File: src/bcc_pkg.sv
// Purpose: Shared constants for the buck converter control register block.
// Assumes: 100 MHz clock, registers reached over the two-wire serial port.
// Notes: Voltage codes and ramp codes are raw register fields.
//
// Contract
// RULE_01 - Bit 7 of each main control register turns its converter on when set, off when clear.
// RULE_02 - Bit 6 of each main control register picks minimum ripple when set, efficiency when clear.
// RULE_03 - Bit 5 of each main control register forces fixed-frequency operation when set.
// RULE_04 - Bits 4 to 0 of each main control register hold the normal voltage code; a resets to 1.24 V.
// RULE_05 - Each idle voltage register holds the idle voltage code used only in idle; b resets to 1.8 V.
// RULE_06 - Bit 6 of each aux control register puts its converter into the idle state when set.
// RULE_07 - Bit 5 of each aux control register turns on the output discharge switch when set.
// RULE_08 - Bits 4 and 3 of the a aux register set the b clock phase delay of 0, 90, 180 or 270 degrees.
// RULE_09 - Bits 2 to 0 of the b aux register pick its ramp rate from 0.48 mV/us doubling, 111 immediate.
// RULE_10 - Bits 2 to 0 of the a aux register pick its ramp rate at half the b rate per code.
// RULE_11 - Voltage codes map linearly, a from 0.6 V by 40 mV, b from 1.0 V by 80 mV, all ones to lowest.
// RULE_12 - In the idle state a converter runs pulse-frequency and regulates to its idle voltage code.
// RULE_13 - A target change steps the output at the selected ramp rate, or in one step when immediate.
// RULE_14 - Unused register bits read as zero and ignore writes.
// RULE_15 - The host writes settings over the serial port and may read every register back.
package bcc_pkg;

    // ----------------------------------------------------------------
    // Register map
    // ----------------------------------------------------------------
    localparam logic [7:0] ADDR_A_MAIN = 8'h10;
    localparam logic [7:0] ADDR_A_AUX = 8'h11;
    localparam logic [7:0] ADDR_A_IDLE = 8'h12;
    localparam logic [7:0] ADDR_B_MAIN = 8'h13;
    localparam logic [7:0] ADDR_B_AUX = 8'h14;
    localparam logic [7:0] ADDR_B_IDLE = 8'h15;

    // Writable bits per register; all others read zero.
    localparam logic [7:0] MASK_MAIN = 8'hFF;
    localparam logic [7:0] MASK_A_AUX = 8'h7F;
    localparam logic [7:0] MASK_B_AUX = 8'h67;
    localparam logic [7:0] MASK_IDLE = 8'h1F;

    // Reset values: converters off, a at 1.24 V, b at 1.8 V, fastest finite ramp.
    localparam logic [7:0] RST_A_MAIN = 8'h10;
    localparam logic [7:0] RST_A_AUX = 8'h16;
    localparam logic [7:0] RST_A_IDLE = 8'h10;
    localparam logic [7:0] RST_B_MAIN = 8'h0A;
    localparam logic [7:0] RST_B_AUX = 8'h06;
    localparam logic [7:0] RST_B_IDLE = 8'h0A;

    // ----------------------------------------------------------------
    // Field positions
    // ----------------------------------------------------------------
    localparam int BIT_ON = 7;
    localparam int BIT_RIPPLE = 6;
    localparam int BIT_FIXED = 5;
    localparam int BIT_IDLE = 6;
    localparam int BIT_DISCH = 5;
    localparam int VCODE_MSB = 4;
    localparam int PHASE_MSB = 4;
    localparam int PHASE_LSB = 3;
    localparam int RATE_MSB = 2;

    localparam logic [4:0] VCODE_WRAP = 5'h1F;
    localparam logic [2:0] RATE_IMMEDIATE = 3'h7;

    // ----------------------------------------------------------------
    // Ramp timing
    // ----------------------------------------------------------------
    localparam int CLK_MHZ = 100;
    localparam int STEP_A_UV = 40000;
    localparam int STEP_B_UV = 80000;
    localparam int RATE_A_MIN_UV_PER_US = 240;
    localparam int RATE_B_MIN_UV_PER_US = 480;
    localparam int RAMP_A_CYCLES = STEP_A_UV * CLK_MHZ / RATE_A_MIN_UV_PER_US;
    localparam int RAMP_B_CYCLES = STEP_B_UV * CLK_MHZ / RATE_B_MIN_UV_PER_US;
    localparam int RAMP_CNT_W = 24;

    // ----------------------------------------------------------------
    // Serial slave states
    // ----------------------------------------------------------------
    typedef enum logic [2:0] {
        SER_IDLE = 3'b000,
        SER_RX = 3'b001,
        SER_ACK = 3'b011,
        SER_TX = 3'b010,
        SER_RACK = 3'b110,
        SER_LOAD = 3'b111
    } bcc_ser_state_type;

    localparam logic [1:0] KIND_DEV = 2'h0;
    localparam logic [1:0] KIND_PTR = 2'h1;
    localparam logic [1:0] KIND_DATA = 2'h2;

endpackage

File: src/bcc_serial_slave.sv
// Purpose: Two-wire serial slave giving byte writes and reads at a register pointer.
// Assumes: scl and sda come from pins; the register read data is combinational on ptr_q.
// Notes: No clock stretching; the pointer auto-increments after each written byte and each read byte the host acknowledges.
`timescale 1ns/1ps
module bcc_serial_slave #(
    parameter logic [6:0] DEV_ADDR = 7'h2A
) (
    input wire logic clock,
    input wire logic reset,
    input wire logic scl_in,
    input wire logic sda_in,
    output logic sda_oe_q,
    output logic [7:0] ptr_q,
    input wire logic [7:0] rd_data,
    output logic wr_en_q,
    output logic [7:0] wr_addr_q,
    output logic [7:0] wr_data_q
);
    import bcc_pkg::*;

    // ----------------------------------------------------------------
    // Pin synchronisers
    // ----------------------------------------------------------------
    logic [2:0] scl_q;
    logic [2:0] sda_q;
    always_ff @(posedge clock or posedge reset) begin
        if (reset) begin
            scl_q <= 3'h7;
            sda_q <= 3'h7;
        end else begin
            scl_q <= {scl_q[1:0], scl_in};
            sda_q <= {sda_q[1:0], sda_in};
        end
    end

    wire scl_rise = scl_q[1] & ~scl_q[2];
    wire scl_fall = ~scl_q[1] & scl_q[2];
    wire start_seen = scl_q[1] & scl_q[2] & sda_q[2] & ~sda_q[1];
    wire stop_seen = scl_q[1] & scl_q[2] & ~sda_q[2] & sda_q[1];
    wire sda_bit = sda_q[1];

    // ----------------------------------------------------------------
    // Byte engine
    // ----------------------------------------------------------------
    bcc_ser_state_type state_q;
    logic [1:0] kind_q;
    logic [2:0] cnt_q;
    logic [7:0] sh_q;
    logic read_q;
    logic ack_phase_q;

    wire [7:0] rx_byte = {sh_q[6:0], sda_bit};
    wire byte_done = scl_rise & (cnt_q == 3'h7);

    // A write pulse and pointer increment share the cycle; the strobe keeps the old address.
    always_ff @(posedge clock or posedge reset) begin
        if (reset) begin
            state_q <= SER_IDLE;
            kind_q <= KIND_DEV;
            cnt_q <= 3'h0;
            sh_q <= 8'h00;
            read_q <= 1'b0;
            ack_phase_q <= 1'b0;
            sda_oe_q <= 1'b0;
            ptr_q <= 8'h00;
            wr_en_q <= 1'b0;
            wr_addr_q <= 8'h00;
            wr_data_q <= 8'h00;
        end else begin
            wr_en_q <= 1'b0;
            if (start_seen) begin
                state_q <= SER_RX;
                kind_q <= KIND_DEV;
                cnt_q <= 3'h0;
                sda_oe_q <= 1'b0;
            end else if (stop_seen) begin
                state_q <= SER_IDLE;
                sda_oe_q <= 1'b0;
            end else begin
                case (state_q)
                    SER_RX: begin
                        if (scl_rise) begin
                            sh_q <= rx_byte;
                            cnt_q <= cnt_q + 3'h1;
                        end
                        if (byte_done) begin
                            ack_phase_q <= 1'b0;
                            state_q <= SER_ACK;
                            if (kind_q == KIND_DEV) begin
                                read_q <= rx_byte[0];
                                if (rx_byte[7:1] != DEV_ADDR) begin
                                    state_q <= SER_IDLE;
                                end
                            end else if (kind_q == KIND_PTR) begin
                                ptr_q <= rx_byte;
                            end else begin
                                wr_en_q <= 1'b1; // RULE_15
                                wr_addr_q <= ptr_q;
                                wr_data_q <= rx_byte;
                                ptr_q <= ptr_q + 8'h01;
                            end
                        end
                    end
                    SER_ACK: begin
                        if (scl_fall & ~ack_phase_q) begin
                            sda_oe_q <= 1'b1;
                            ack_phase_q <= 1'b1;
                        end else if (scl_fall) begin
                            cnt_q <= 3'h0;
                            if (read_q) begin
                                sh_q <= rd_data;
                                sda_oe_q <= ~rd_data[7];
                                state_q <= SER_TX;
                            end else begin
                                sda_oe_q <= 1'b0;
                                kind_q <= (kind_q == KIND_DEV) ? KIND_PTR : KIND_DATA;
                                state_q <= SER_RX;
                            end
                        end
                    end
                    SER_TX: begin
                        if (scl_fall & (cnt_q == 3'h7)) begin
                            sda_oe_q <= 1'b0;
                            state_q <= SER_RACK;
                        end else if (scl_fall) begin
                            sh_q <= {sh_q[6:0], 1'b0};
                            sda_oe_q <= ~sh_q[6];
                            cnt_q <= cnt_q + 3'h1;
                        end
                    end
                    SER_RACK: begin
                        if (scl_rise) begin
                            if (sda_bit) begin
                                state_q <= SER_IDLE;
                            end else begin
                                ptr_q <= ptr_q + 8'h01; // RULE_15
                                state_q <= SER_LOAD;
                            end
                        end
                    end
                    SER_LOAD: begin
                        if (scl_fall) begin
                            sh_q <= rd_data;
                            sda_oe_q <= ~rd_data[7];
                            cnt_q <= 3'h0;
                            state_q <= SER_TX;
                        end
                    end
                    default: begin
                        sda_oe_q <= 1'b0;
                    end
                endcase
            end
        end
    end
endmodule

File: src/bcc_top.sv
// Purpose: Register file and output-voltage ramp control for two buck converters.
// Assumes: Host reaches the six registers through the serial slave.
// Notes: Voltage levels leave as ramped codes; the analog loops interpret them.
`timescale 1ns/1ps
module bcc_top #(
    parameter logic [6:0] DEV_ADDR = 7'h2A,
    parameter int RAMP_A_BASE_CYCLES = bcc_pkg::RAMP_A_CYCLES,
    parameter int RAMP_B_BASE_CYCLES = bcc_pkg::RAMP_B_CYCLES
) (
    input wire logic clock,
    input wire logic reset,
    input wire logic scl_in,
    input wire logic sda_in,
    output logic sda_out,
    output logic sda_oe,
    output logic buck_a_on,
    output logic buck_a_ripple_pref,
    output logic buck_a_force_fixed_freq,
    output logic buck_a_idle_select,
    output logic buck_a_discharge,
    output logic [4:0] buck_a_level,
    output logic buck_b_on,
    output logic buck_b_ripple_pref,
    output logic buck_b_force_fixed_freq,
    output logic buck_b_idle_select,
    output logic buck_b_discharge,
    output logic [4:0] buck_b_level,
    output logic [1:0] clock_phase_offset
);
    import bcc_pkg::*;

    // A smaller base would make the fastest finite ramp step on every clock or underflow.
    localparam int RAMP_BASE_MIN = 128;

    if (RAMP_A_BASE_CYCLES < RAMP_BASE_MIN || RAMP_A_BASE_CYCLES >= (1 << RAMP_CNT_W)) begin
        $error("RAMP_A_BASE_CYCLES out of range");
    end
    if (RAMP_B_BASE_CYCLES < RAMP_BASE_MIN || RAMP_B_BASE_CYCLES >= (1 << RAMP_CNT_W)) begin
        $error("RAMP_B_BASE_CYCLES out of range");
    end

    // ----------------------------------------------------------------
    // Helpers
    // ----------------------------------------------------------------
    // The all-ones code wraps to the bottom of the range, so it ramps as level zero.
    function automatic logic [4:0] code_to_level(input logic [4:0] code);
        code_to_level = (code == VCODE_WRAP) ? 5'h00 : code; // RULE_11
    endfunction

    function automatic logic [4:0] step_toward(input logic [4:0] cur, input logic [4:0] tgt);
        step_toward = (cur < tgt) ? cur + 5'h01 : cur - 5'h01;
    endfunction

    // Both ramp tables double per code, so the wait per code step halves per code.
    function automatic logic [RAMP_CNT_W-1:0] step_wait(input int base, input logic [2:0] rate);
        logic [RAMP_CNT_W-1:0] b;
        b = RAMP_CNT_W'(base);
        step_wait = (b >> rate) - RAMP_CNT_W'(1);
    endfunction

    // ----------------------------------------------------------------
    // Serial port
    // ----------------------------------------------------------------
    logic [7:0] ptr;
    logic [7:0] rd_data;
    logic wr_en;
    logic [7:0] wr_addr;
    logic [7:0] wr_data;

    bcc_serial_slave #(
        .DEV_ADDR(DEV_ADDR)
    ) u_serial (
        .clock(clock),
        .reset(reset),
        .scl_in(scl_in),
        .sda_in(sda_in),
        .sda_oe_q(sda_oe),
        .ptr_q(ptr),
        .rd_data(rd_data),
        .wr_en_q(wr_en),
        .wr_addr_q(wr_addr),
        .wr_data_q(wr_data)
    );

    // The pin is only ever pulled low, so its driven level is constant.
    assign sda_out = 1'b0;

    // ----------------------------------------------------------------
    // Registers
    // ----------------------------------------------------------------
    logic [7:0] a_main_q;
    logic [7:0] a_aux_q;
    logic [7:0] a_idle_q;
    logic [7:0] b_main_q;
    logic [7:0] b_aux_q;
    logic [7:0] b_idle_q;

    wire wr_a_main = wr_en & (wr_addr == ADDR_A_MAIN);
    wire wr_a_aux = wr_en & (wr_addr == ADDR_A_AUX);
    wire wr_a_idle = wr_en & (wr_addr == ADDR_A_IDLE);
    wire wr_b_main = wr_en & (wr_addr == ADDR_B_MAIN);
    wire wr_b_aux = wr_en & (wr_addr == ADDR_B_AUX);
    wire wr_b_idle = wr_en & (wr_addr == ADDR_B_IDLE);

    always_ff @(posedge clock or posedge reset) begin
        if (reset) begin
            a_main_q <= RST_A_MAIN; // RULE_04
            a_aux_q <= RST_A_AUX; // RULE_10
            a_idle_q <= RST_A_IDLE;
            b_main_q <= RST_B_MAIN;
            b_aux_q <= RST_B_AUX; // RULE_09
            b_idle_q <= RST_B_IDLE; // RULE_05
        end else begin
            if (wr_a_main) begin
                a_main_q <= wr_data & MASK_MAIN;
            end
            if (wr_a_aux) begin
                a_aux_q <= wr_data & MASK_A_AUX; // RULE_14
            end
            if (wr_a_idle) begin
                a_idle_q <= wr_data & MASK_IDLE; // RULE_14
            end
            if (wr_b_main) begin
                b_main_q <= wr_data & MASK_MAIN;
            end
            if (wr_b_aux) begin
                b_aux_q <= wr_data & MASK_B_AUX; // RULE_14
            end
            if (wr_b_idle) begin
                b_idle_q <= wr_data & MASK_IDLE; // RULE_14
            end
        end
    end

    // Unmapped pointer values read as zero.
    assign rd_data = (ptr == ADDR_A_MAIN) ? a_main_q :
                     (ptr == ADDR_A_AUX) ? a_aux_q :
                     (ptr == ADDR_A_IDLE) ? a_idle_q :
                     (ptr == ADDR_B_MAIN) ? b_main_q :
                     (ptr == ADDR_B_AUX) ? b_aux_q :
                     (ptr == ADDR_B_IDLE) ? b_idle_q : 8'h00; // RULE_15

    // ----------------------------------------------------------------
    // Target selection
    // ----------------------------------------------------------------
    wire a_idle = a_aux_q[BIT_IDLE]; // RULE_06
    wire b_idle = b_aux_q[BIT_IDLE]; // RULE_06
    wire [4:0] a_code = a_idle ? a_idle_q[VCODE_MSB:0] : a_main_q[VCODE_MSB:0]; // RULE_05
    wire [4:0] b_code = b_idle ? b_idle_q[VCODE_MSB:0] : b_main_q[VCODE_MSB:0]; // RULE_04
    wire [4:0] a_target = code_to_level(a_code); // RULE_11
    wire [4:0] b_target = code_to_level(b_code); // RULE_11
    wire [2:0] a_rate = a_aux_q[RATE_MSB:0]; // RULE_10
    wire [2:0] b_rate = b_aux_q[RATE_MSB:0]; // RULE_09

    // ----------------------------------------------------------------
    // Ramp engines
    // ----------------------------------------------------------------
    logic [4:0] a_level_q;
    logic [4:0] b_level_q;
    logic [RAMP_CNT_W-1:0] a_wait_q;
    logic [RAMP_CNT_W-1:0] b_wait_q;

    wire a_settled = (a_level_q == a_target);
    wire b_settled = (b_level_q == b_target);
    wire a_jump = (a_rate == RATE_IMMEDIATE);
    wire b_jump = (b_rate == RATE_IMMEDIATE);

    // The wait restarts while settled, so a fresh target gets one full step period first.
    always_ff @(posedge clock or posedge reset) begin
        if (reset) begin
            a_level_q <= code_to_level(RST_A_MAIN[4:0]);
            b_level_q <= code_to_level(RST_B_MAIN[4:0]);
            a_wait_q <= '0;
            b_wait_q <= '0;
        end else begin
            if (a_jump) begin
                a_level_q <= a_target; // RULE_13
                a_wait_q <= '0;
            end else if (a_settled) begin
                a_wait_q <= step_wait(RAMP_A_BASE_CYCLES, a_rate);
            end else if (a_wait_q == '0) begin
                a_level_q <= step_toward(a_level_q, a_target); // RULE_13
                a_wait_q <= step_wait(RAMP_A_BASE_CYCLES, a_rate); // RULE_10
            end else begin
                a_wait_q <= a_wait_q - RAMP_CNT_W'(1);
            end
            if (b_jump) begin
                b_level_q <= b_target; // RULE_13
                b_wait_q <= '0;
            end else if (b_settled) begin
                b_wait_q <= step_wait(RAMP_B_BASE_CYCLES, b_rate);
            end else if (b_wait_q == '0) begin
                b_level_q <= step_toward(b_level_q, b_target); // RULE_13
                b_wait_q <= step_wait(RAMP_B_BASE_CYCLES, b_rate); // RULE_09
            end else begin
                b_wait_q <= b_wait_q - RAMP_CNT_W'(1);
            end
        end
    end

    // ----------------------------------------------------------------
    // Registered outputs
    // ----------------------------------------------------------------
    always_ff @(posedge clock or posedge reset) begin
        if (reset) begin
            buck_a_on <= 1'b0;
            buck_a_ripple_pref <= 1'b0;
            buck_a_force_fixed_freq <= 1'b0;
            buck_a_idle_select <= 1'b0;
            buck_a_discharge <= 1'b0;
            buck_b_on <= 1'b0;
            buck_b_ripple_pref <= 1'b0;
            buck_b_force_fixed_freq <= 1'b0;
            buck_b_idle_select <= 1'b0;
            buck_b_discharge <= 1'b0;
            clock_phase_offset <= 2'h0;
        end else begin
            buck_a_on <= a_main_q[BIT_ON]; // RULE_01
            buck_b_on <= b_main_q[BIT_ON]; // RULE_01
            buck_a_ripple_pref <= a_main_q[BIT_RIPPLE]; // RULE_02
            buck_b_ripple_pref <= b_main_q[BIT_RIPPLE]; // RULE_02
            buck_a_force_fixed_freq <= a_main_q[BIT_FIXED] & ~a_idle; // RULE_03 RULE_12
            buck_b_force_fixed_freq <= b_main_q[BIT_FIXED] & ~b_idle; // RULE_03 RULE_12
            buck_a_idle_select <= a_idle; // RULE_12
            buck_b_idle_select <= b_idle; // RULE_12
            buck_a_discharge <= a_aux_q[BIT_DISCH]; // RULE_07
            buck_b_discharge <= b_aux_q[BIT_DISCH]; // RULE_07
            clock_phase_offset <= a_aux_q[PHASE_MSB:PHASE_LSB]; // RULE_08
        end
    end

    assign buck_a_level = a_level_q;
    assign buck_b_level = b_level_q;
endmodule

File: config.mk
export PLATFORM = sky130hd
export DESIGN_NAME = bcc_top
export DESIGN_NICKNAME = d
export VERILOG_FILES = /design/src/bcc_pkg.sv /design/src/bcc_serial_slave.sv /design/src/bcc_top.sv
export SDC_FILE = /design/constraint.sdc
export NUM_CORES = 1
export LEC_CHECK = 0
export ABC_AREA = 1
export BUFFER_PORTS_ARGS = -buffer_cell sky130_fd_sc_hd__buf_4
export CAP_MARGIN = 20
export CORE_MARGIN = 10
export CORE_UTILIZATION = 50
export DETAILED_ROUTE_END_ITERATION = 8
export GPL_TIMING_DRIVEN = 0
export PLACE_DENSITY = 0.66
export SYNTH_ARGS = -nofsm -noshare
export SYNTH_HDL_FRONTEND = slang
export SYNTH_HIERARCHICAL = 1
export SYNTH_SLANG_ARGS = --single-unit
File: constraint.sdc
create_clock -name clock -period 4.7 [get_ports clock]
set_input_delay 0.235 -clock clock [delete_from_list [all_inputs] [get_ports clock]]
set_output_delay 0.235 -clock clock [all_outputs]
set_load 0.05 [all_outputs]
==> results.toml, run 1 <==
[sta]
slew_viol_final = 0
setup_violations = 0
hold_ws_ps = 356.4
max-slew-margin-rel = 0.5082
final-hold-violation-count = 0
skew_ps = 13.84
setup-tns-final_ps = 0
measured_slew_at_the_worst_slew_check_pin_ps = 732.1
grt_setup_unrepaired = "no"
min_period_ps = 3656
final.period_utilization = 0.7778
fmax_ghz = 0.2735

[drt]
drt_pass1_iterations = 5
wl_per_cell_um = 14.40
drt-initial-drc-count = 541
viasPerCell = 5.211
route.layer.met1.wl_um = 11370
wl_met3_um = 769
top_layer = "met4"
dr_wl_met2_um = 11940
wl_um = 24560
routed-via-count = 8884
ant_nets = 0
post-route-drc-count = 0

[power]
power_per_cell_area_nw_per_um2 = 327.1
vdd_ir_drop_max_uv = 287.1
power.static_leakage_nw = 5.433
totalPowerFinal_mw = 3.668

[worst_setup_path]
timing.critical_path.buf_inv = 5
required_ps = 5050
worst_path_dominant_cell_family = "simple AND/OR/NAND/NOR gates"
timing.critical_path.slowest_cell_delay_ps = 400
cp_cell_sequence = "buf_2 > o21ai_0 > nor2_1 > nand4_1 > inv_1 > nor2_1 > inv_1 > ha_1 > nand2_1 > inv_1 > o21ai_0 > nand2_1 > nor2_1 > inv_1 > ha_1 > a21oi_1 > nand2_1 > or2_2 > nand2_1 > nand2_1 > nand2_1 > nand2_1 > a21oi_1"
critical_path_class = "flop to flop"
crit_top_cell = "sky130_fd_sc_hd__nand2_1"
type_of_destination_of_the_critical_path = "flop"
slowest_cell_on_the_critical_path = "sky130_fd_sc_hd__dfrtp_1"
start_kind = "flop"
path_max_fanout = 10
worst_ep_arrival_time_ps = 4010

[job]
drv.max_cap_violation_count = 0

[synth]
top_ff_cell_synth = "sky130_fd_sc_hd__dfrtp_1"
yosys.cell_count.top_type = "sky130_fd_sc_hd__nand2_1"
avg_cell_area_syn_um2 = 7.280
synth-async-reset-ratio = 1.000
mappedNetlistArea_um2 = 10020
number_of_enable_type_register_cells_in_the_synthesized_netlist = 0
synthDistinctLibCells = 50
synthesis.instances = 1377
synth.largest_area_cell = "sky130_fd_sc_hd__dfrtp_1"
synthDominantCellAreaShare = 0.3420
ys_seq_elements = 157
synthesis.nets = 1418
synth_common_cells = "sky130_fd_sc_hd__nand2_1, sky130_fd_sc_hd__nor2_1, sky130_fd_sc_hd__dfrtp_1"
synth.yosys.warnings = 6
ys_top_cells_by_area = "sky130_fd_sc_hd__dfrtp_1, sky130_fd_sc_hd__nand2_1, sky130_fd_sc_hd__nor2_1, sky130_fd_sc_hd__dfstp_2, sky130_fd_sc_hd__nand3_1"
seq_area_frac_synth = 0.3944

[finish]
nFillCells = 1866
area_overhead_vs_synth_pct = 11.86
layout-drive-gt1-share = 0.1382
num-nets-final = 1468
antenna-diode-count = 0

[cts]
post_cts_buffers = 0
cts.path.max_buffers = 2
clockRootBuffer = "sky130_fd_sc_hd__clkbuf_16"
clk_pin_slew_worst_paths_ps = 70
clock-sinks = 157
tritoncts = "done"
clk-insertion-delay-late_ps = 430
numCtsBuffers = 17
ctsHtreeMaxLevel = 4

[global_route]
grt_pass1_vias = 8547
gr-total-overflow = 0
global_route_wire_length_before_repair_um = 41610
globalRouteTotalUtil = 0.1902
grt_start_max_net_pins = 68
grt_antenna_before_repair = 0

[die]
boundaryPins = 28
dieArea_um2 = 26110
core_area_um2 = 19590
die_height_um = 161.6
die_width_um = 161.6
rows = 51
floorplan.initialDensity = 0.5117

[placement]
place.gp.congestion = 0.9226
port_buffers = 26
dp.final_hpwl_um = 18720

[min_path]
min-delay-path-class = "flop to flop"

[status]
status = "completed"
cells by family after synthesis:
kind of cell | count (synthesis) | synth area share
adders and majority gates | 37 | 0.04768
xor gates and xnor gates | 37 | 0.03233
other | 1 | 0.0003741
buffers and inverters | 171 | 0.07202
AOI/OAI and AO/OA | 199 | 0.1081
and+or+nand+nor | 775 | 0.3451
DFF | 157 | 0.3944
per-layer routing:
metal | vias to the layer above | GRT usage
li1 | 4533 | -
met1 | 4160 | 0.2426
met2 | 156 | 0.3214
met3 | 35 | 0.03279
met4 | 0 | 0.05955
met5 | - | 0
worst paths after layout:
kind	from	to	slack (ps)	cells past startpoint
setup / recovery	a_aux_q[6]	buck_a_level[4]	1040	23
hold / removal	u_serial/scl_q[0]	u_serial/scl_q[1]	360	0
setup reg to reg	a_aux_q[6]	buck_a_level[4]	1040	23
hold reg to reg	u_serial/scl_q[0]	u_serial/scl_q[1]	360	0
max in group asynchronous	reset	buck_b_level[1]	3490	4
min in group asynchronous	reset	u_serial/state_q[2]	420	3
power breakdown:
group | total (mW) | switching [mW] | leakage, nW | internal (mW)
sequential | 1.53 | 0.0889 | 2.05 | 1.44
clock | 1.38 | 0.606 | 0.277 | 0.773
combinational | 0.756 | 0.509 | 3.11 | 0.247
state kept, by name, indices dropped and copies added, names as in the netlist, 7 cells and up:
register	flops
u_serial/ptr_q	8
a_wait_q	24
u_serial/sh_q	7
u_serial/wr_addr_q	8
b_wait_q	24
b_main_q	8
u_serial/wr_data_q	8
a_main_q	8
a_aux_q	7
cells in the final DEF (no fill, tap or decap), types with 6 or more instances in the layout:
master	count
sky130_fd_sc_hd__nand2_1	421
sky130_fd_sc_hd__nor2_1	144
sky130_fd_sc_hd__dfrtp_1	137
sky130_fd_sc_hd__inv_1	121
sky130_fd_sc_hd__nand3_1	94
sky130_fd_sc_hd__o21ai_0	93
sky130_fd_sc_hd__a21oi_1	56
sky130_fd_sc_hd__ha_1	35
sky130_fd_sc_hd__buf_4	31
sky130_fd_sc_hd__o21ai_1	25
sky130_fd_sc_hd__nand4_1	23
sky130_fd_sc_hd__xor2_1	23
sky130_fd_sc_hd__nor2_2	21
sky130_fd_sc_hd__inv_2	20
sky130_fd_sc_hd__dfstp_2	20
sky130_fd_sc_hd__nand2_2	17
sky130_fd_sc_hd__clkbuf_16	17
sky130_fd_sc_hd__nor3_1	16
sky130_fd_sc_hd__xnor2_1	14
sky130_fd_sc_hd__nor2_4	11
sky130_fd_sc_hd__buf_2	8
sky130_fd_sc_hd__clkbuf_1	7
sky130_fd_sc_hd__buf_6	6
sky130_fd_sc_hd__o211ai_1	6
sky130_fd_sc_hd__inv_6	6
per-stage QoR:
step / util / cell area [um^2] / std cells / setup WS, ps
final: 0.5724 / 11210 / 1705 / 1044
after global routing: 0.5724 / 11210 / 1705 / 572.4
after CTS: 0.5724 / 11210 / 1705 / 1049
after detailed placement: 0.5412 / 10600 / 1670 / 1057
after global placement: 0.5386 / 10550 / 1668 / 145.6
after floorplan: - / 10020 / 1377 / 1582
layout make-up:
type / count / area (um^2) / area share
sequential: 157 / 3954 / 0.3526
timing repair buffer: 31 / 272.8 / 0.02432
clock inverter: 12 / 125.1 / 0.01116
clock buffer: 20 / 456.7 / 0.04073
tap: 265 / 331.6 / 0.02957
multi-input combinational: 1049 / 5349 / 0.4770
buffer: 26 / 172.7 / 0.01540
inverter: 145 / 551.8 / 0.04921
timing repair:
action                                 4_1_cts  5_1_grt
hold buffers                                 3        0
endpoints found under the hold margin       60        0
resized for setup                            0        0
(Power assumes the default switching activity.)
==> run 2: changes to the inputs <==
- clock period: 4.7 -> 3.4 ns (I/O delays scaled with it)
==> run 2 against run 1 <==
Worst hold slack barely moved. Critical endpoint unchanged. Core utilization rose by 0.64 points. Sequential power rose by 39%. Total power rose by 38%. Worst setup slack got worse by 790 ps. Wire length rose by 1.1%. Largest power group unchanged. Critical path type unchanged.
==> results.toml, run 2 (same netlist as run 1, synthesis figures left out) <==
[drt]
wl_per_cell_um = 14.52
drt_pass1_iterations = 5
routed-via-count = 8976
drt-initial-drc-count = 494
post-route-drc-count = 0
viasPerCell = 5.252
wl_um = 24820
ant_nets = 0

[global_route]
globalRouteTotalUtil = 0.1902
grt_antenna_before_repair = 0
grt_pass1_vias = 8547
global_route_wire_length_before_repair_um = 41610
grt_start_max_net_pins = 68
gr-total-overflow = 0

[sta]
fmax_ghz = 0.3176
hold_ws_ps = 356.1
final.setup.worst_slack_ps = 251.4
setup-tns-final_ps = 0
skew_ps = 15.31
measured_slew_at_the_worst_slew_check_pin_ps = 749.7
final-hold-violation-count = 0
max-slew-margin-rel = 0.4963
min_period_ps = 3149
final.period_utilization = 0.9261
setup_violations = 0
grt_setup_unrepaired = "yes"
slew_viol_final = 0

[worst_setup_path]
path_max_fanout = 5
required_ps = 3760
worst_ep_arrival_time_ps = 3510
critical_path_class = "flop to flop"
start_kind = "flop"
type_of_destination_of_the_critical_path = "flop"

[cts]
cts.path.max_buffers = 2
clk_pin_slew_worst_paths_ps = 70
clk-insertion-delay-late_ps = 430
numCtsBuffers = 17
tritoncts = "done"
clockRootBuffer = "sky130_fd_sc_hd__clkbuf_16"
clock-sinks = 157
ctsHtreeMaxLevel = 4

[min_path]
min-delay-path-class = "primary input to async pin"

[die]
boundaryPins = 28
rows = 51
core_area_um2 = 19590
floorplan.initialDensity = 0.5117
dieArea_um2 = 26110
die_height_um = 161.6
die_width_um = 161.6

[finish]
finish.cell_count_without_fillers = 1709
antenna-diode-count = 0
layout-drive-gt1-share = 0.1524
reg.largest.list = "a_wait_q (24), b_wait_q (24)"
final_cell_mix = "sky130_fd_sc_hd__nand2_1, sky130_fd_sc_hd__nor2_1, sky130_fd_sc_hd__dfrtp_1, sky130_fd_sc_hd__inv_1, sky130_fd_sc_hd__nand3_1"
layout.cells.most_common = "sky130_fd_sc_hd__nand2_1"
nFillCells = 1856
area_overhead_vs_synth_pct = 13.11
num-nets-final = 1472

[placement]
place.gp.congestion = 0.9226
dpl_worst_slack_ps = -242.8
placed_cells = 1670
port_buffers = 26
dp.final_hpwl_um = 18720

[power]
power.static_leakage_nw = 5.460
vdd_ir_drop_max_uv = 393.2
power_per_cell_area_nw_per_um2 = 446.5

[job]
drv.max_cap_violation_count = 0

[status]
status = "completed"
[run 2: what timing repair did]
item,CTS,global route
hold buffers,3,0
buffers inserted,0,3
cloned,0,1
pin swaps,0,6
endpoints found under the setup margin,2,3
endpoints found under the hold margin,60,0
gates resized for setup,5,25
[run 2: area by class of cell]
| cell class | count | area, um^2 | share of cell area |
|---|---|---|---|
| Buffer | 26 | 181.4 | 0.01600 |
| Multi-Input combinational cell | 1049 | 5434 | 0.4793 |
| Sequential cell | 157 | 3955 | 0.3488 |
| Tap cell | 265 | 331.6 | 0.02924 |
| Clock inverter | 12 | 125.1 | 0.01104 |
| Clock buffer | 20 | 456.7 | 0.04028 |
| Timing Repair Buffer | 35 | 302.8 | 0.02670 |
| Inverter | 145 | 551.8 | 0.04866 |
[run 2: path summary, 6_finish.rpt]
path                                        to  slack, ps              start  depth (start not counted)
max                            buck_a_level[4]        250         a_aux_q[6]                         24
min                        u_serial/state_q[2]        360              reset                          3
max reg2reg                    buck_a_level[4]        250         a_aux_q[6]                         24
min reg2reg                  u_serial/scl_q[1]        360  u_serial/scl_q[0]                          0
max in group asynchronous      buck_b_level[1]       2250              reset                          4
min in group clock           u_serial/scl_q[1]        360  u_serial/scl_q[0]                          0
[run 2: worst max-delay path: stages, from the launching register on]
cell	delay, ps
sky130_fd_sc_hd__dfrtp_2	440
sky130_fd_sc_hd__buf_6	140
sky130_fd_sc_hd__nand2_1	110
sky130_fd_sc_hd__o21ai_4	80
sky130_fd_sc_hd__nor2_2	110
sky130_fd_sc_hd__nand4_1	200
sky130_fd_sc_hd__inv_2	120
sky130_fd_sc_hd__nor2_2	40
sky130_fd_sc_hd__inv_1	40
sky130_fd_sc_hd__ha_1	230
sky130_fd_sc_hd__nand2_1	70
sky130_fd_sc_hd__inv_1	40
sky130_fd_sc_hd__o21ai_2	110
sky130_fd_sc_hd__nand2_2	80
sky130_fd_sc_hd__nor2_4	130
sky130_fd_sc_hd__inv_2	80
sky130_fd_sc_hd__ha_4	230
sky130_fd_sc_hd__a21oi_1	130
sky130_fd_sc_hd__nand2_1	70
sky130_fd_sc_hd__or2_2	280
sky130_fd_sc_hd__nand2_1	60
sky130_fd_sc_hd__nand2_1	50
sky130_fd_sc_hd__nand2_1	60
sky130_fd_sc_hd__nand2_1	60
sky130_fd_sc_hd__a21oi_2	110
[run 2: power by group]
part	internal (mW)	switching, mW	total, mW
clock network	1.07	0.832	1.90
logic	0.342	0.702	1.04
registers	2.00	0.122	2.12
[run 2: layer usage]
layer / up-vias / routed length [um] / track usage
li1: 4540 / - / -
met4: 0 / 484 / 0.05955
met3: 34 / 827 / 0.03279
met5: - / 0 / 0
met2: 166 / 12180 / 0.3214
met1: 4236 / 11330 / 0.2426
[run 2: stage by stage]
stage	power (mW)	cell area, um^2	utilization
3_3_place_gp	3.158	10550	0.5386
2_1_floorplan	2.938	10020	-
3_5_place_dp	3.182	10600	0.5412
5_1_grt	5.362	11340	0.5788
4_1_cts	5.088	11220	0.5728
6_report	5.063	11340	0.5788
==> run 3: changes to the inputs <==
- clock period: 3.4 -> 3.98 ns (I/O delays scaled with it)
==> run 3 against run 2 <==
Core utilization down 0.63 points. Clock power down 14%. Die area unchanged. Global-route usage unchanged. Register-to-register slack better by 270 ps. Flip-flop and latch count unchanged. Total power down 15%. Critical path depth down 1. Worst hold slack about the same. Final cell count down 0.23%. Worst setup slack better by 270 ps. Clock skew down 1.4 ps. Highest routed layer unchanged.
==> results.toml, run 3 (same netlist as run 1, synthesis figures left out) <==
[drt]
routed-via-count = 8880
post-route-drc-count = 0
wl_um = 24530
wl_per_cell_um = 14.39
drt-initial-drc-count = 535
drt_pass1_iterations = 4
viasPerCell = 5.208
ant_nets = 0

[min_path]
depth_of_the_worst_hold_timing_path = 0
min-delay-path-class = "flop to flop"

[worst_setup_path]
type_of_destination_of_the_critical_path = "flop"
start_kind = "flop"
timing.critical_path.slowest_cell_delay_ps = 400
cp_cell_sequence = "buf_2 > o21ai_1 > nor2_1 > nand4_1 > inv_1 > nor2_1 > inv_1 > ha_1 > nand2_1 > inv_1 > o21ai_0 > nand2_1 > nor2_2 > inv_1 > ha_1 > a21oi_1 > nand2_1 > or2_2 > nand2_1 > nand2_1 > nand2_1 > nand2_1 > a21oi_1"
path_max_fanout = 10
worstRegToRegCells = 23
critical_path_class = "flop to flop"
crit_top_cell = "sky130_fd_sc_hd__nand2_1"
worst_ep_arrival_time_ps = 3810
required_ps = 4330
slowest_cell_on_the_critical_path = "sky130_fd_sc_hd__dfrtp_1"

[sta]
setup_violations = 0
final-hold-violation-count = 0
grt_setup_unrepaired = "no"
slew_viol_final = 0
final.period_utilization = 0.8692
final.setup.worst_slack_ps = 520.5
fmax_ghz = 0.2891
measured_slew_at_the_worst_slew_check_pin_ps = 740.6
min_period_ps = 3460
max-slew-margin-rel = 0.5025
skew_ps = 13.89

[status]
status = "completed"

[die]
core_area_um2 = 19590
die_height_um = 161.6
dieArea_um2 = 26110
die_width_um = 161.6
floorplan.initialDensity = 0.5117
boundaryPins = 28
rows = 51

[power]
vdd_ir_drop_max_uv = 337.3
power_per_cell_area_nw_per_um2 = 385.8
power.static_leakage_nw = 5.433

[placement]
port_buffers = 26
placed_area_um2 = 10600
dpl_worst_slack_ps = 337.2
place.gp.congestion = 0.9226
dp.final_hpwl_um = 18720

[finish]
layout.cells.most_common = "sky130_fd_sc_hd__nand2_1"
reg.largest.list = "a_wait_q (24), b_wait_q (24)"
layout-drive-gt1-share = 0.1389
area_overhead_vs_synth_pct = 11.88
antenna-diode-count = 0
final_cell_mix = "sky130_fd_sc_hd__nand2_1, sky130_fd_sc_hd__nor2_1, sky130_fd_sc_hd__dfrtp_1, sky130_fd_sc_hd__inv_1, sky130_fd_sc_hd__nand3_1"
stdcell_area_um2 = 11220
num-nets-final = 1468

[job]
drv.max_cap_violation_count = 0

[cts]
clk-insertion-delay-late_ps = 430
numCtsBuffers = 17
clockRootBuffer = "sky130_fd_sc_hd__clkbuf_16"
clk_pin_slew_worst_paths_ps = 70
tritoncts = "done"
post_cts_buffers = 0
cts.path.max_buffers = 2
clock-sinks = 157
ctsHtreeMaxLevel = 4

[global_route]
grt_start_max_net_pins = 68
gr-total-overflow = 0
grt_pass1_vias = 8547
global_route_wire_length_before_repair_um = 41610
grt_antenna_before_repair = 0
globalRouteTotalUtil = 0.1902
-- run 3: cell types whose count changed in the layout (fill, tap and decap cells not counted), sizes merged --
cell	change
buf	-3
clkbuf	-1
-- run 3: path summary, 6_finish.rpt --
check / start / end / slack [ps]
max in group asynchronous: reset / buck_b_level[1] / 2800
setup / recovery: a_aux_q[6] / buck_a_level[4] / 520
setup reg to reg: a_aux_q[6] / buck_a_level[4] / 520
hold / removal: u_serial/scl_q[0] / u_serial/scl_q[1] / 360
min in group asynchronous: reset / u_serial/state_q[2] / 390
hold reg to reg: u_serial/scl_q[0] / u_serial/scl_q[1] / 360
-- run 3: critical path, delay by kind of cell, from the launching register on --
family                   cells  cell delay (ps)
AND/OR/NAND/NOR             12             1230
AO/OA/AOI/OAI                4              690
adder cells (fa/ha/maj)      2              610
buffers and inverters        5              460
flip-flops                   1              400
-- run 3: metrics by stage --
stage / hold slack (ps) / power [mW] / util / setup TNS [ps] / instances
6_report: 356.2 / 4.327 / 0.5725 / 0 / 1705
5_1_grt: 362.6 / 4.580 / 0.5725 / 0 / 1705
4_1_cts: 357.8 / 4.346 / 0.5724 / 0 / 1705
3_5_place_dp: 291.9 / 2.718 / 0.5412 / 0 / 1670
3_3_place_gp: 307.6 / 2.698 / 0.5386 / -49910 / 1668
2_1_floorplan: 203.5 / 2.510 / - / 0 / 1377
-- run 3: layout make-up --
class	instances	area, um^2
plain buffers	26	172.7
clock buffers	20	456.7
flip-flops and latches	157	3954
fillers	1865	8374
inverters	145	551.8
multi-input cells	1049	5351
clock inverters	12	125.1
well taps	265	331.6
repair buffers	31	272.8
-- run 3: layer usage --
metal / GRT usage / part of all wire
met4: 0.05955 / 0.020
met3: 0.03279 / 0.030
met5: 0 / 0
met1: 0.2426 / 0.46
met2: 0.3214 / 0.49
-- run 3: power breakdown --
group	total, mW	internal [mW]	switching (mW)
combinational	0.891	0.292	0.599
sequential	1.81	1.71	0.105
clock	1.63	0.913	0.712
total	4.33	2.91	1.42
-- run 3: what timing repair did --
item / 4_1_cts / 5_1_grt
endpoints found under the hold margin: 60 / 0
setup endpoints to repair: 0 / 1
hold buffers: 3 / 0
gates resized for setup: 0 / 3
